### src/verilog/tdbg_defines.svh
// Constants for the trace debug access and message field block
`ifndef TDBG_DEFINES_SVH
`define TDBG_DEFINES_SVH
`define TDBG_IR_W          10
`define TDBG_SEL_W         8
`define TDBG_DATA_W        32
`define TDBG_ACCESS_INSTR  10'h07C
`define TDBG_IR_CAPTURE    10'h001
`define TDBG_IR_RST        10'h3FF
`define TDBG_SEL_RST       8'h00
`define TDBG_DIR_BIT       0
`define TDBG_TC_IB         6'h04
`define TDBG_TC_IBS        6'h0C
`define TDBG_TC_CORR       6'h21
`define TDBG_TC_DW         6'h05
`define TDBG_TC_DR         6'h06
`define TDBG_TC_DWS        6'h0D
`define TDBG_TC_DRS        6'h0E
`define TDBG_CTRL_OFS      8'h00
`define TDBG_STAT_OFS      8'h04
`define TDBG_SRC_OFS       8'h08
`define TDBG_CTRL_RST      32'h0000_1003
`define TDBG_CTRL_PT_EN    0
`define TDBG_CTRL_DT_EN    1
`define TDBG_PER_LSB       8
`define TDBG_PER_MSB       15
`endif

### src/verilog/tdbg_pkg.sv
// Types for the trace debug access and message field block
package tdbg_pkg;
	typedef enum logic [3:0] {
		TDBG_TLR   = 4'h0, TDBG_RTI   = 4'h1, TDBG_SELDR = 4'h3,
		TDBG_CAPDR = 4'h2, TDBG_SHDR  = 4'h6, TDBG_EX1DR = 4'h7,
		TDBG_UPDDR = 4'h5, TDBG_PSDR  = 4'h4, TDBG_EX2DR = 4'hC,
		TDBG_SELIR = 4'hD, TDBG_CAPIR = 4'hF, TDBG_SHIR  = 4'hE,
		TDBG_EX1IR = 4'hA, TDBG_PSIR  = 4'hB, TDBG_EX2IR = 4'h9,
		TDBG_UPDIR = 4'h8
	} tdbg_tap_t;
	typedef enum logic [1:0] {
		TDBG_PT_BRANCH = 2'h0,
		TDBG_PT_EXC    = 2'h1,
		TDBG_PT_MTMSR  = 2'h3
	} tdbg_pt_cause_t;
endpackage

### src/verilog/tdbg_reladdr.sv
// Relative or full address field former for one trace type
`timescale 1ns/1ps
`default_nettype none
module tdbg_reladdr #(
	parameter int AW = 32,
	parameter int BW = 6
) (
	// Clock and reset
	input  wire logic          clk_i,
	input  wire logic          rst_i,
	// Event
	input  wire logic          fire_i,
	input  wire logic          full_i,
	input  wire logic [AW-1:0] addr_i,
	// Field
	output logic      [AW-1:0] addr_o,
	output logic      [BW-1:0] bits_o
);
	logic [AW-1:0] prev;

	// ****************************************
	// Field forming
	// ****************************************
	always_comb begin
		addr_o = full_i ? addr_i : (addr_i ^ prev);
		bits_o = '0;
		for (int i = 0; i < AW; i++) begin
			if (addr_o[i])
				bits_o = BW'(i + 1);
		end
	end

	// Reference follows this trace type only
	always_ff @(posedge clk_i) begin
		if (rst_i)
			prev <= '0;
		else if (fire_i)
			prev <= addr_i;
	end
endmodule // tdbg_reladdr
`default_nettype wire

### src/verilog/tdbg_top.sv
// Trace debug register access over the test port and message fields
//
// Contract
// Access instruction code 0b0001111100 must be loaded before register access.
// Each register access takes two data-scan passes: select, then data.
// First pass carries index and direction; 0 reads, 1 writes.
// Selection value is 8 bits: 7-bit index, 1 direction; resets to zero.
// Second pass shifts register data least significant bit first.
// Read copies selected register into shift path at Capture-DR.
// Write loads shifted data into selected register at Update-DR.
// Packet holds fixed fields then at most one variable field, last.
// Every message has a 6-bit message type code.
// Every message has a 4-bit source id taken from the input.
// Non-sync program and data messages send relative addresses.
// Relative address is XOR with previous, trimmed above highest one.
// Program reference is the last program message only.
// Data reference is the last data message only.
// Program sync messages carry full address, leading zeros dropped.
// Sync messages on mode changes and periodically.
// Data message space field holds the data-space bit of the access.
// Indirect program message space field holds the new space value.
// Exception or return sends indirect branch with new space, count, history.
// Move to machine state sends correlation with new space, count, history.
// Direction bit is selection bit 0, shifted first; index above.
//
// Local design decisions: the APB register port and the register addresses.
`timescale 1ns/1ps
`default_nettype none
`include "tdbg_defines.svh"
module tdbg_top import tdbg_pkg::*; #(
	parameter int NREG = 16,
	parameter int AW   = 32,
	parameter int CW   = 8
) (
	// Clock and reset
	input  wire logic          REF_CLK_I,
	input  wire logic          RST_I,
	// Test port pins
	input  wire logic          TCK_I,
	input  wire logic          TMS_I,
	input  wire logic          TDI_I,
	output logic               TDO_O,
	output logic               TDO_OE_N_O,
	// APB slave
	input  wire logic          PSEL_I,
	input  wire logic          PENABLE_I,
	input  wire logic          PWRITE_I,
	input  wire logic [7:0]    PADDR_I,
	input  wire logic [31:0]   PWDATA_I,
	output logic      [31:0]   PRDATA_O,
	output logic               PREADY_O,
	output logic               PSLVERR_O,
	// Trace events
	input  wire logic          PT_VALID_I,
	input  wire logic [1:0]    PT_CAUSE_I,
	input  wire logic [AW-1:0] PT_ADDR_I,
	input  wire logic          PT_NEW_IS_I,
	input  wire logic [CW-1:0] PT_INSTRUCTION_COUNT_I,
	input  wire logic [31:0]   PT_BRANCH_HISTORY_I,
	input  wire logic          DT_VALID_I,
	input  wire logic          DT_WRITE_I,
	input  wire logic [AW-1:0] DT_ADDR_I,
	input  wire logic          DT_DS_I,
	input  wire logic          MODE_CHG_I,
	input  wire logic [3:0]    EXT_SOURCE_ID_IN_I,
	// Message fields
	output logic               MSG_VALID_O,
	output logic      [5:0]    MESSAGE_TYPE_CODE_O,
	output logic      [3:0]    MSG_SRC_O,
	output logic               MSG_MAP_O,
	output logic      [CW-1:0] INSTRUCTION_COUNT_O,
	output logic      [31:0]   BRANCH_HISTORY_O,
	output logic      [AW-1:0] MSG_ADDR_O,
	output logic      [5:0]    MSG_ADDR_BITS_O
);
	// ****************************************
	// Pin synchronisers
	// ****************************************
	logic [2:0] pin_s1;
	logic [2:0] pin_s2;
	logic       tck_d;
	logic       tck_rise;
	logic       tck_fall;
	logic       tms;
	logic       tdi;

	always_ff @(posedge REF_CLK_I) begin
		if (RST_I) begin
			pin_s1 <= 3'h0;
			pin_s2 <= 3'h0;
			tck_d  <= 1'b0;
		end else begin
			pin_s1 <= {TCK_I, TMS_I, TDI_I};
			pin_s2 <= pin_s1;
			tck_d  <= pin_s2[2];
		end
	end

	// TCK at 200 ns gives eight samples per period; edges are clean
	assign tck_rise = pin_s2[2] & ~tck_d;
	assign tck_fall = ~pin_s2[2] & tck_d;
	assign tms      = pin_s2[1];
	assign tdi      = pin_s2[0];

	// ****************************************
	// Test state machine
	// ****************************************
	tdbg_tap_t                  state;
	logic [`TDBG_IR_W-1:0]      ir;
	logic [`TDBG_IR_W-1:0]      ir_sh;
	logic [`TDBG_DATA_W-1:0]    dr;
	logic [`TDBG_SEL_W-1:0]     sel;
	logic                       data_pass;
	logic [`TDBG_DATA_W-1:0]    trace_reg [NREG];
	logic                       access;
	logic [6:0]                 idx;
	logic                       idx_ok;
	logic [`TDBG_DATA_W-1:0]    rd_val;

	function automatic tdbg_tap_t tap_next(tdbg_tap_t s, logic m);
		case (s)
			TDBG_TLR:   tap_next = m ? TDBG_TLR   : TDBG_RTI;
			TDBG_RTI:   tap_next = m ? TDBG_SELDR : TDBG_RTI;
			TDBG_SELDR: tap_next = m ? TDBG_SELIR : TDBG_CAPDR;
			TDBG_CAPDR: tap_next = m ? TDBG_EX1DR : TDBG_SHDR;
			TDBG_SHDR:  tap_next = m ? TDBG_EX1DR : TDBG_SHDR;
			TDBG_EX1DR: tap_next = m ? TDBG_UPDDR : TDBG_PSDR;
			TDBG_PSDR:  tap_next = m ? TDBG_EX2DR : TDBG_PSDR;
			TDBG_EX2DR: tap_next = m ? TDBG_UPDDR : TDBG_SHDR;
			TDBG_UPDDR: tap_next = m ? TDBG_SELDR : TDBG_RTI;
			TDBG_SELIR: tap_next = m ? TDBG_TLR   : TDBG_CAPIR;
			TDBG_CAPIR: tap_next = m ? TDBG_EX1IR : TDBG_SHIR;
			TDBG_SHIR:  tap_next = m ? TDBG_EX1IR : TDBG_SHIR;
			TDBG_EX1IR: tap_next = m ? TDBG_UPDIR : TDBG_PSIR;
			TDBG_PSIR:  tap_next = m ? TDBG_EX2IR : TDBG_PSIR;
			TDBG_EX2IR: tap_next = m ? TDBG_UPDIR : TDBG_SHIR;
			TDBG_UPDIR: tap_next = m ? TDBG_SELDR : TDBG_RTI;
			default:    tap_next = TDBG_TLR;
		endcase
	endfunction

	always_ff @(posedge REF_CLK_I) begin
		if (RST_I)
			state <= TDBG_TLR;
		else if (tck_rise)
			state <= tap_next(state, tms);
	end

	// Instruction register
	always_ff @(posedge REF_CLK_I) begin
		if (RST_I) begin
			ir    <= `TDBG_IR_RST;
			ir_sh <= `TDBG_IR_RST;
		end else if (tck_rise) begin
			case (state)
				TDBG_TLR:   ir    <= `TDBG_IR_RST;
				TDBG_CAPIR: ir_sh <= `TDBG_IR_CAPTURE;
				TDBG_SHIR:  ir_sh <= {tdi, ir_sh[`TDBG_IR_W-1:1]};
				TDBG_UPDIR: ir    <= ir_sh;
				default: ;
			endcase
		end
	end

	assign access = (ir == `TDBG_ACCESS_INSTR);
	assign idx    = sel[`TDBG_SEL_W-1:1];
	assign idx_ok = (32'(idx) < NREG);
	assign rd_val = idx_ok ? trace_reg[idx[$clog2(NREG)-1:0]] : '0;

	// Data shift path
	always_ff @(posedge REF_CLK_I) begin
		if (RST_I)
			dr <= '0;
		else if (tck_rise) begin
			case (state)
				TDBG_CAPDR: begin
					if (access && data_pass && !sel[`TDBG_DIR_BIT])
						dr <= rd_val;
					else if (access && !data_pass)
						dr <= {24'h0, sel};
					else
						dr[0] <= 1'b0;
				end
				TDBG_SHDR: begin
					if (access && data_pass)
						dr <= {tdi, dr[`TDBG_DATA_W-1:1]};
					else if (access)
						dr[7:0] <= {tdi, dr[7:1]};
					else
						dr[0] <= tdi;
				end
				default: ;
			endcase
		end
	end

	// Selection value and pass tracking
	always_ff @(posedge REF_CLK_I) begin
		if (RST_I) begin
			sel       <= `TDBG_SEL_RST;
			data_pass <= 1'b0;
		end else if (tck_rise) begin
			if (state == TDBG_TLR || state == TDBG_UPDIR) begin
				sel       <= `TDBG_SEL_RST;
				data_pass <= 1'b0;
			end else if (state == TDBG_UPDDR && access) begin
				if (!data_pass)
					sel <= dr[`TDBG_SEL_W-1:0];
				data_pass <= ~data_pass;
			end
		end
	end

	// Debug register array; out-of-range writes are dropped
	always_ff @(posedge REF_CLK_I) begin
		if (RST_I) begin
			for (int i = 0; i < NREG; i++)
				trace_reg[i] <= '0;
		end else if (tck_rise && state == TDBG_UPDDR && access &&
			data_pass && sel[`TDBG_DIR_BIT] && idx_ok) begin
			trace_reg[idx[$clog2(NREG)-1:0]] <= dr;
		end
	end

	// Output changes on the falling edge so the tool samples it stable
	always_ff @(posedge REF_CLK_I) begin
		if (RST_I) begin
			TDO_O      <= 1'b0;
			TDO_OE_N_O <= 1'b1;
		end else if (tck_fall) begin
			TDO_O      <= (state == TDBG_SHIR) ? ir_sh[0] : dr[0];
			TDO_OE_N_O <= !(state == TDBG_SHIR || state == TDBG_SHDR);
		end
	end

	// ****************************************
	// APB registers
	// ****************************************
	logic [31:0] ctrl;
	logic [15:0] msg_cnt;
	logic [5:0]  last_tc;
	logic        apb_acc;
	logic        mapped;
	logic [31:0] apb_rd;

	assign apb_acc = PSEL_I & PENABLE_I;
	assign mapped  = PADDR_I == `TDBG_CTRL_OFS ||
		PADDR_I == `TDBG_STAT_OFS || PADDR_I == `TDBG_SRC_OFS;

	always_comb begin
		case (PADDR_I)
			`TDBG_CTRL_OFS: apb_rd = ctrl;
			`TDBG_STAT_OFS: apb_rd = {10'h0, last_tc, msg_cnt};
			`TDBG_SRC_OFS:  apb_rd = {28'h0, EXT_SOURCE_ID_IN_I};
			default:        apb_rd = 32'h0;
		endcase
	end

	// One wait state: ready rises on the second access-phase cycle
	always_ff @(posedge REF_CLK_I) begin
		if (RST_I) begin
			PREADY_O  <= 1'b0;
			PSLVERR_O <= 1'b0;
			PRDATA_O  <= 32'h0;
		end else begin
			PREADY_O  <= apb_acc & ~PREADY_O;
			PSLVERR_O <= apb_acc & ~PREADY_O & ~mapped;
			if (apb_acc && !PREADY_O)
				PRDATA_O <= PWRITE_I ? 32'h0 : apb_rd;
		end
	end

	always_ff @(posedge REF_CLK_I) begin
		if (RST_I)
			ctrl <= `TDBG_CTRL_RST;
		else if (apb_acc && PREADY_O && PWRITE_I &&
			PADDR_I == `TDBG_CTRL_OFS)
			ctrl <= PWDATA_I;
	end

	// ****************************************
	// Message forming
	// ****************************************
	logic          pt_go;
	logic          pt_addr;
	logic          dt_want;
	logic          dt_go;
	logic          pt_sync;
	logic          dt_sync;
	logic [7:0]    per_cnt;
	logic          per_hit;
	logic [AW-1:0] pt_field;
	logic [5:0]    pt_bits;
	logic [AW-1:0] dt_field;
	logic [5:0]    dt_bits;
	logic [5:0]    next_tc;

	assign pt_go   = PT_VALID_I & ctrl[`TDBG_CTRL_PT_EN];
	assign pt_addr = pt_go & (PT_CAUSE_I != TDBG_PT_MTMSR);
	assign dt_want = DT_VALID_I & ctrl[`TDBG_CTRL_DT_EN];
	// Single output lane: program trace wins, a lost data event forces sync
	assign dt_go   = dt_want & ~pt_go;
	assign per_hit = (ctrl[`TDBG_PER_MSB:`TDBG_PER_LSB] != 8'h00) &&
		(per_cnt >= ctrl[`TDBG_PER_MSB:`TDBG_PER_LSB]);

	// Separate references keep the two trace types apart
	tdbg_reladdr #(.AW(AW), .BW(6)) u_pt_ref (
		.clk_i  (REF_CLK_I),
		.rst_i  (RST_I),
		.fire_i (pt_addr),
		.full_i (pt_sync),
		.addr_i (PT_ADDR_I),
		.addr_o (pt_field),
		.bits_o (pt_bits)
	);

	tdbg_reladdr #(.AW(AW), .BW(6)) u_dt_ref (
		.clk_i  (REF_CLK_I),
		.rst_i  (RST_I),
		.fire_i (dt_go),
		.full_i (dt_sync),
		.addr_i (DT_ADDR_I),
		.addr_o (dt_field),
		.bits_o (dt_bits)
	);

	// Sync requests: a new cause wins over the clear by a sent message
	always_ff @(posedge REF_CLK_I) begin
		if (RST_I) begin
			pt_sync <= 1'b1;
			dt_sync <= 1'b1;
		end else begin
			pt_sync <= (pt_sync & ~pt_addr) | MODE_CHG_I | per_hit;
			dt_sync <= (dt_sync & ~dt_go) | MODE_CHG_I | per_hit |
				(dt_want & pt_go);
		end
	end

	always_ff @(posedge REF_CLK_I) begin
		if (RST_I)
			per_cnt <= 8'h00;
		else if (per_hit)
			per_cnt <= 8'h00;
		else if (pt_go || dt_go)
			per_cnt <= per_cnt + 8'h01;
	end

	always_comb begin
		if (pt_go && PT_CAUSE_I == TDBG_PT_MTMSR)
			next_tc = `TDBG_TC_CORR;
		else if (pt_go)
			next_tc = pt_sync ? `TDBG_TC_IBS : `TDBG_TC_IB;
		else if (DT_WRITE_I)
			next_tc = dt_sync ? `TDBG_TC_DWS : `TDBG_TC_DW;
		else
			next_tc = dt_sync ? `TDBG_TC_DRS : `TDBG_TC_DR;
	end

	// Fixed fields first, address is the only variable field, last
	always_ff @(posedge REF_CLK_I) begin
		if (RST_I) begin
			MSG_VALID_O         <= 1'b0;
			MESSAGE_TYPE_CODE_O <= 6'h00;
			MSG_SRC_O           <= 4'h0;
			MSG_MAP_O           <= 1'b0;
			INSTRUCTION_COUNT_O <= '0;
			BRANCH_HISTORY_O    <= 32'h0;
			MSG_ADDR_O          <= '0;
			MSG_ADDR_BITS_O     <= 6'h00;
		end else begin
			MSG_VALID_O <= pt_go | dt_go;
			if (pt_go || dt_go) begin
				MESSAGE_TYPE_CODE_O <= next_tc;
				MSG_SRC_O           <= EXT_SOURCE_ID_IN_I;
				MSG_MAP_O           <= pt_go ? PT_NEW_IS_I : DT_DS_I;
				INSTRUCTION_COUNT_O <= pt_go ? PT_INSTRUCTION_COUNT_I : '0;
				BRANCH_HISTORY_O    <= pt_go ? PT_BRANCH_HISTORY_I : 32'h0;
				MSG_ADDR_O          <= !pt_go ? dt_field :
					pt_addr ? pt_field : '0;
				MSG_ADDR_BITS_O     <= !pt_go ? dt_bits :
					pt_addr ? pt_bits : 6'h00;
			end
		end
	end

	always_ff @(posedge REF_CLK_I) begin
		if (RST_I) begin
			msg_cnt <= 16'h0000;
			last_tc <= 6'h00;
		end else if (pt_go || dt_go) begin
			msg_cnt <= msg_cnt + 16'h0001;
			last_tc <= next_tc;
		end
	end
endmodule // tdbg_top
`default_nettype wire

### config.mk
export PLATFORM = sky130hd
export DESIGN_NAME = tdbg_top
export DESIGN_NICKNAME = d
export VERILOG_FILES = /design/src/verilog/tdbg_pkg.sv /design/src/verilog/tdbg_reladdr.sv /design/src/verilog/tdbg_top.sv
export VERILOG_INCLUDE_DIRS = /design/src /design/src/verilog
export SDC_FILE = /design/constraint.sdc
export NUM_CORES = 1
export LEC_CHECK = 0
export ABC_AREA = 1
export BUFFER_PORTS_ARGS = -buffer_cell sky130_fd_sc_hd__buf_2
export CORE_MARGIN = 2
export CORE_UTILIZATION = 25
export CTS_CLUSTER_DIAMETER = 150
export DETAILED_ROUTE_END_ITERATION = 8
export PLACE_DENSITY_LB_ADDON = 0.05
export SYNTH_ARGS = -nofsm -noshare
export SYNTH_HDL_FRONTEND = slang
export SYNTH_SLANG_ARGS = --single-unit
### constraint.sdc
create_clock -name REF_CLK_I -period 4 [get_ports REF_CLK_I]
set_clock_uncertainty 0.2 [all_clocks]
set_input_delay 0.8 -clock REF_CLK_I [delete_from_list [all_inputs] [get_ports REF_CLK_I]]
set_output_delay 0.8 -clock REF_CLK_I [all_outputs]
set_load 0.005 [all_outputs]
==> summary.md <==
| Metric | Value |
|---|---|
| Leakage dissipation | about 0.016 µW |
| Kind of cell with the highest combined delay on the critical path | simple AND/OR/NAND/NOR gates |
| Clock tree root driver cell | sky130_fd_sc_hd__clkbuf_16 |
| Total global routing overflow | 0 |
| Total vias in the final route | 28510 |
| TritonCTS buffer count | between 100 and 150 |
| Cell type contributing the most total cell area after synthesis | sky130_fd_sc_hd__edfxtp_1 |
| Period minus WS final | 3.248 ns |
| Reg-to-reg endpoint | trace_reg[4][2] |
| Starting Density | 25.15% |
| Number of buffer and inverter stages on the critical path | 3 |
| Peak supply drop | 0.0003451 V |
| Post-synthesis average cell area | 9.186 µm² |
| Area after detailed placement | just over 40000 µm² |
| Average wire per cell in the routed design | 20.71 µm |
| Deepest clock path buffer count | 3 |
| Clock-pin transition on the worst setup and hold timing paths | approximately 0.06 ns |
| H-tree levels | 3 |
| Remaining antenna violation count after routing | 0 |
| Number of maximum-capacitance violations | 0 |
| End point of the critical path | trace_reg[4][2] |
| Cell at the slowest stage of the critical path | sky130_fd_sc_hd__nand2_2 |
| Share of cells above drive strength 1 | 13.89% |
| Global routing usage summed across all routing layers | 16.99% |
| Synthesized area | approximately 37000 µm² |
| Flip-flop count of the largest register, all copies and words added | 512 |
| Number of synthesized flops with an enable pin | 512 |
| Summed area of non-filler cells in the final layout | 44470 µm² |
| Startpoint of the worst register-to-register path | ir[5] |
| Worst-case register-to-register setup slack | 0.75 ns |
| Number of gates resized after CTS | 0 |
| Endpoint kind of the worst setup timing path | flop |
| Post-Route Setup TNS | 0 ns |
| Run status | complete, no violations |
| Cell depth of the worst setup path | 12 |
| Final hold slack | around 0.089 ns |
| PnR worst setup slack | about 0.75 ns |
| Via count of the first global-routing pass | between 20000 and 30000 |
| Die height | 389.2 µm |
| Area grow syn2layout | 19.87% |
| Most common library cell in the layout ignoring fill and taps | sky130_fd_sc_hd__nor2_1 |
| Post-synth top flop | sky130_fd_sc_hd__edfxtp_1 |
| Post-CTS setup buffer count | 0 |
| Count of buffers inserted at the top-level ports | 288 |
| Initial antenna violation count | 2 |
| Area enclosed by the die boundary | 151500 µm² |
| Area share of the largest cell type after synthesis | slightly above 40% |
| Total length of routed wires | 130100 µm |
| Slew at the pin closest to its max-slew limit | 0.8509 ns |
| Worst min path class | primary input to flop |
| CTS Hold Buffers Added | 0 |
| Area occupied by multi-input gates | between 10000 and 15000 µm² |
| Core region area | approximately 150000 µm² |
| Setup repair after global routing missed its margin | false |
| Die Width | 389.2 µm |
| Largest cells by area after synthesis | sky130_fd_sc_hd__edfxtp_1 41%, sky130_fd_sc_hd__dfxtp_1 17%, sky130_fd_sc_hd__nor2_1 7.1%, sky130_fd_sc_hd__o21ai_0 5.8%, sky130_fd_sc_hd__nand2_1 5.2% |
| Kind of critical path | flop to flop |
| Violation count after the first detailed-route iteration | approximately 1400 |
| Critical path origin | ir[5] |
| Cell chain of the critical path | nand2_1 > nor3_1 > nand4_1 > inv_1 > nand2_1 > nor3_1 > nand3_1 > nor3_1 > buf_4 > nand2_2 > nand2_2 > buf_12 |
| Filler cell count in the final layout | between 15000 and 20000 |
| Number of search-and-repair iterations in the first detailed-routing pass | 5 |
| Row Count | 141 |
| Yosys reg bits | 834 |
| Number of remaining DRC errors | 0 |
| Final net count | around 4400 |
| Post-synthesis async set-or-reset flop share | 0% |
| Count of clock tree sinks | 834 |
| Number of placed I/O pins | 290 |
| Worst slew slack as a fraction of its limit | 43.27% |
| Data required time at the worst endpoint | 4.21 ns |
| Number of nets produced by synthesis | 4212 |
| Commonest cells after routing, fill and taps aside | 701 x sky130_fd_sc_hd__nor2_1, 512 x sky130_fd_sc_hd__edfxtp_1, 481 x sky130_fd_sc_hd__nand2_1 |
| Post-synthesis sequential area ratio | 58.83% |
| Final setup violating endpoints | 0 |
| Fin crit share | just over 80% |
| Biggest cell delay along the critical path | 0.36 ns |
| Critical path peak fanout | 13 |
| Pin count of the biggest net entering global routing | 96 |
| Sum of net half-perimeters after detailed placement | approximately 80000 µm |
| Worst-Skew Late Latency | 0.71 ns |
| CTS tree | done |
| Hold Fails Final Rpt | 0 |
| Maximum operating frequency | 307.9 MHz |
| Number of cells on the worst reg-to-reg path | 12 |
| Dpl ws | 0.5383 ns |
| First-pass GRT wire length | 193800 µm |
| Power density relative to cell area | 448.2 nW/µm² |
| Type of element launching the critical path | flop |
| Number of pins with negative max-slew slack in the final report | 0 |
| Post-Syn Instances | 4038 |
| Worst path arrival time | approximately 3.5 ns |
| Number of warnings issued by yosys | 0 |
| Number of distinct library cell variants in the gate-level netlist after synthesis | 54 |
| Area taken by flip-flops and latches | 21830 µm² |
| Number of vias per cell after detailed routing | 4.538 |
| Final RePlAce weighted congestion | 0.7759 |
| Most numerous cell on the critical path | sky130_fd_sc_hd__nor3_1 |
synth_stat cells (2+ instances only):
| cell type | instances |
|---|---|
| sky130_fd_sc_hd__nor2_1 | 704 |
| sky130_fd_sc_hd__a221o_1 | 10 |
| sky130_fd_sc_hd__a211oi_1 | 6 |
| sky130_fd_sc_hd__o22ai_1 | 10 |
| sky130_fd_sc_hd__o211ai_1 | 83 |
| sky130_fd_sc_hd__ha_1 | 10 |
| sky130_fd_sc_hd__buf_4 | 3 |
| sky130_fd_sc_hd__inv_1 | 386 |
| sky130_fd_sc_hd__a21boi_0 | 2 |
| sky130_fd_sc_hd__o21a_1 | 2 |
| sky130_fd_sc_hd__edfxtp_1 | 512 |
| sky130_fd_sc_hd__a21oi_1 | 338 |
| sky130_fd_sc_hd__a31oi_1 | 9 |
| sky130_fd_sc_hd__buf_2 | 25 |
| sky130_fd_sc_hd__buf_6 | 2 |
| sky130_fd_sc_hd__buf_1 | 24 |
| sky130_fd_sc_hd__nor4_1 | 9 |
| sky130_fd_sc_hd__clkinv_1 | 29 |
| sky130_fd_sc_hd__o2111ai_1 | 2 |
| sky130_fd_sc_hd__xor2_1 | 62 |
| sky130_fd_sc_hd__a221oi_1 | 24 |
| sky130_fd_sc_hd__a2111oi_0 | 2 |
| sky130_fd_sc_hd__o221ai_1 | 32 |
| sky130_fd_sc_hd__mux2i_1 | 123 |
| sky130_fd_sc_hd__nand3_1 | 70 |
| sky130_fd_sc_hd__o21ai_0 | 427 |
| sky130_fd_sc_hd__nand2_1 | 515 |
| sky130_fd_sc_hd__clkbuf_1 | 227 |
| sky130_fd_sc_hd__nand3b_1 | 5 |
| sky130_fd_sc_hd__nor3_1 | 26 |
| sky130_fd_sc_hd__nand4_1 | 8 |
| sky130_fd_sc_hd__dfxtp_1 | 322 |
| sky130_fd_sc_hd__nand2_2 | 2 |
| sky130_fd_sc_hd__nor4_2 | 2 |
| sky130_fd_sc_hd__inv_2 | 6 |
power breakdown:
| part | internal (µW) | total [µW] | switching [µW] |
|---|---|---|---|
| sequential | 9400 | 9510 | 109 |
| combinational | 335 | 1040 | 703 |
| clock | 5450 | 9380 | 3930 |
| total | 15200 | 19900 | 4740 |
routing by layer:
metal	up-vias	wire length [µm]	GRT usage [%]
li1	14030	-	-
met3	133	5739	2.893
met2	493	61070	28.02
met4	0	2272	4.193
met1	13850	61000	23.07
met5	-	0	0
worst register-to-register path, delay by kind of cell (launching register included):
family                 cells  cell delay, ns
AND/OR/NAND/NOR            9            1.88
flip-flops                 1            0.33
buffers and inverters      3            0.56
logic make-up (layout without fill, tap and decap cells):
| family | after synthesis | after routing | synth area share, % |
|---|---|---|---|
| AO/OA/AOI/OAI | 957 | 957 | 14.43 |
| XOR/XNOR | 63 | 63 | 1.508 |
| adder cells (fa/ha/maj) | 10 | 10 | 0.3373 |
| buffers and inverters | 702 | 1013 | 7.259 |
| flip-flops | 834 | 834 | 58.83 |
| multiplexers | 123 | 123 | 3.319 |
| other | 1 | 4 | 0.01011 |
| AND/OR/NAND/NOR | 1348 | 1348 | 14.31 |
per-stage QoR:
| step | std cells | util, % | power (µW) |
|---|---|---|---|
| 5_1_grt | 6281 | 30.15 | 20740 |
| 4_1_cts | 6279 | 30.14 | 20290 |
| 6_report | 6282 | 30.15 | 19930 |
| 2_1_floorplan | 4038 | - | 10220 |
| 3_3_place_gp | 6081 | 27.87 | 10760 |
| 3_5_place_dp | 6081 | 27.87 | 10760 |
cell type report:
class | count | share of cell area [%]
Clock inverter | 38 | 0.7232
Antenna cell | 3 | 0.01688
Timing Repair Buffer | 394 | 5.805
Sequential cell | 834 | 49.10
Tap cell | 1930 | 5.431
Multi-Input combinational cell | 2502 | 28.55
Inverter | 421 | 3.571
Clock buffer | 160 | 6.804
how the worst min path moves through the flow:
stage	start	to	slack (ns)	cells past startpoint
after floorplan	pin_s1[0]	pin_s2[0]	0.19	2
after global placement	pin_s1[2]	pin_s2[2]	0.19	2
after detailed placement	pin_s1[2]	pin_s2[2]	0.19	2
after CTS	TDI_I	pin_s1[0]	0.02	3
after global routing	TDI_I	pin_s1[0]	0.07	3
final	TDI_I	pin_s1[0]	0.09	3
No activity file was read; power rests on OpenSTA's default activity.
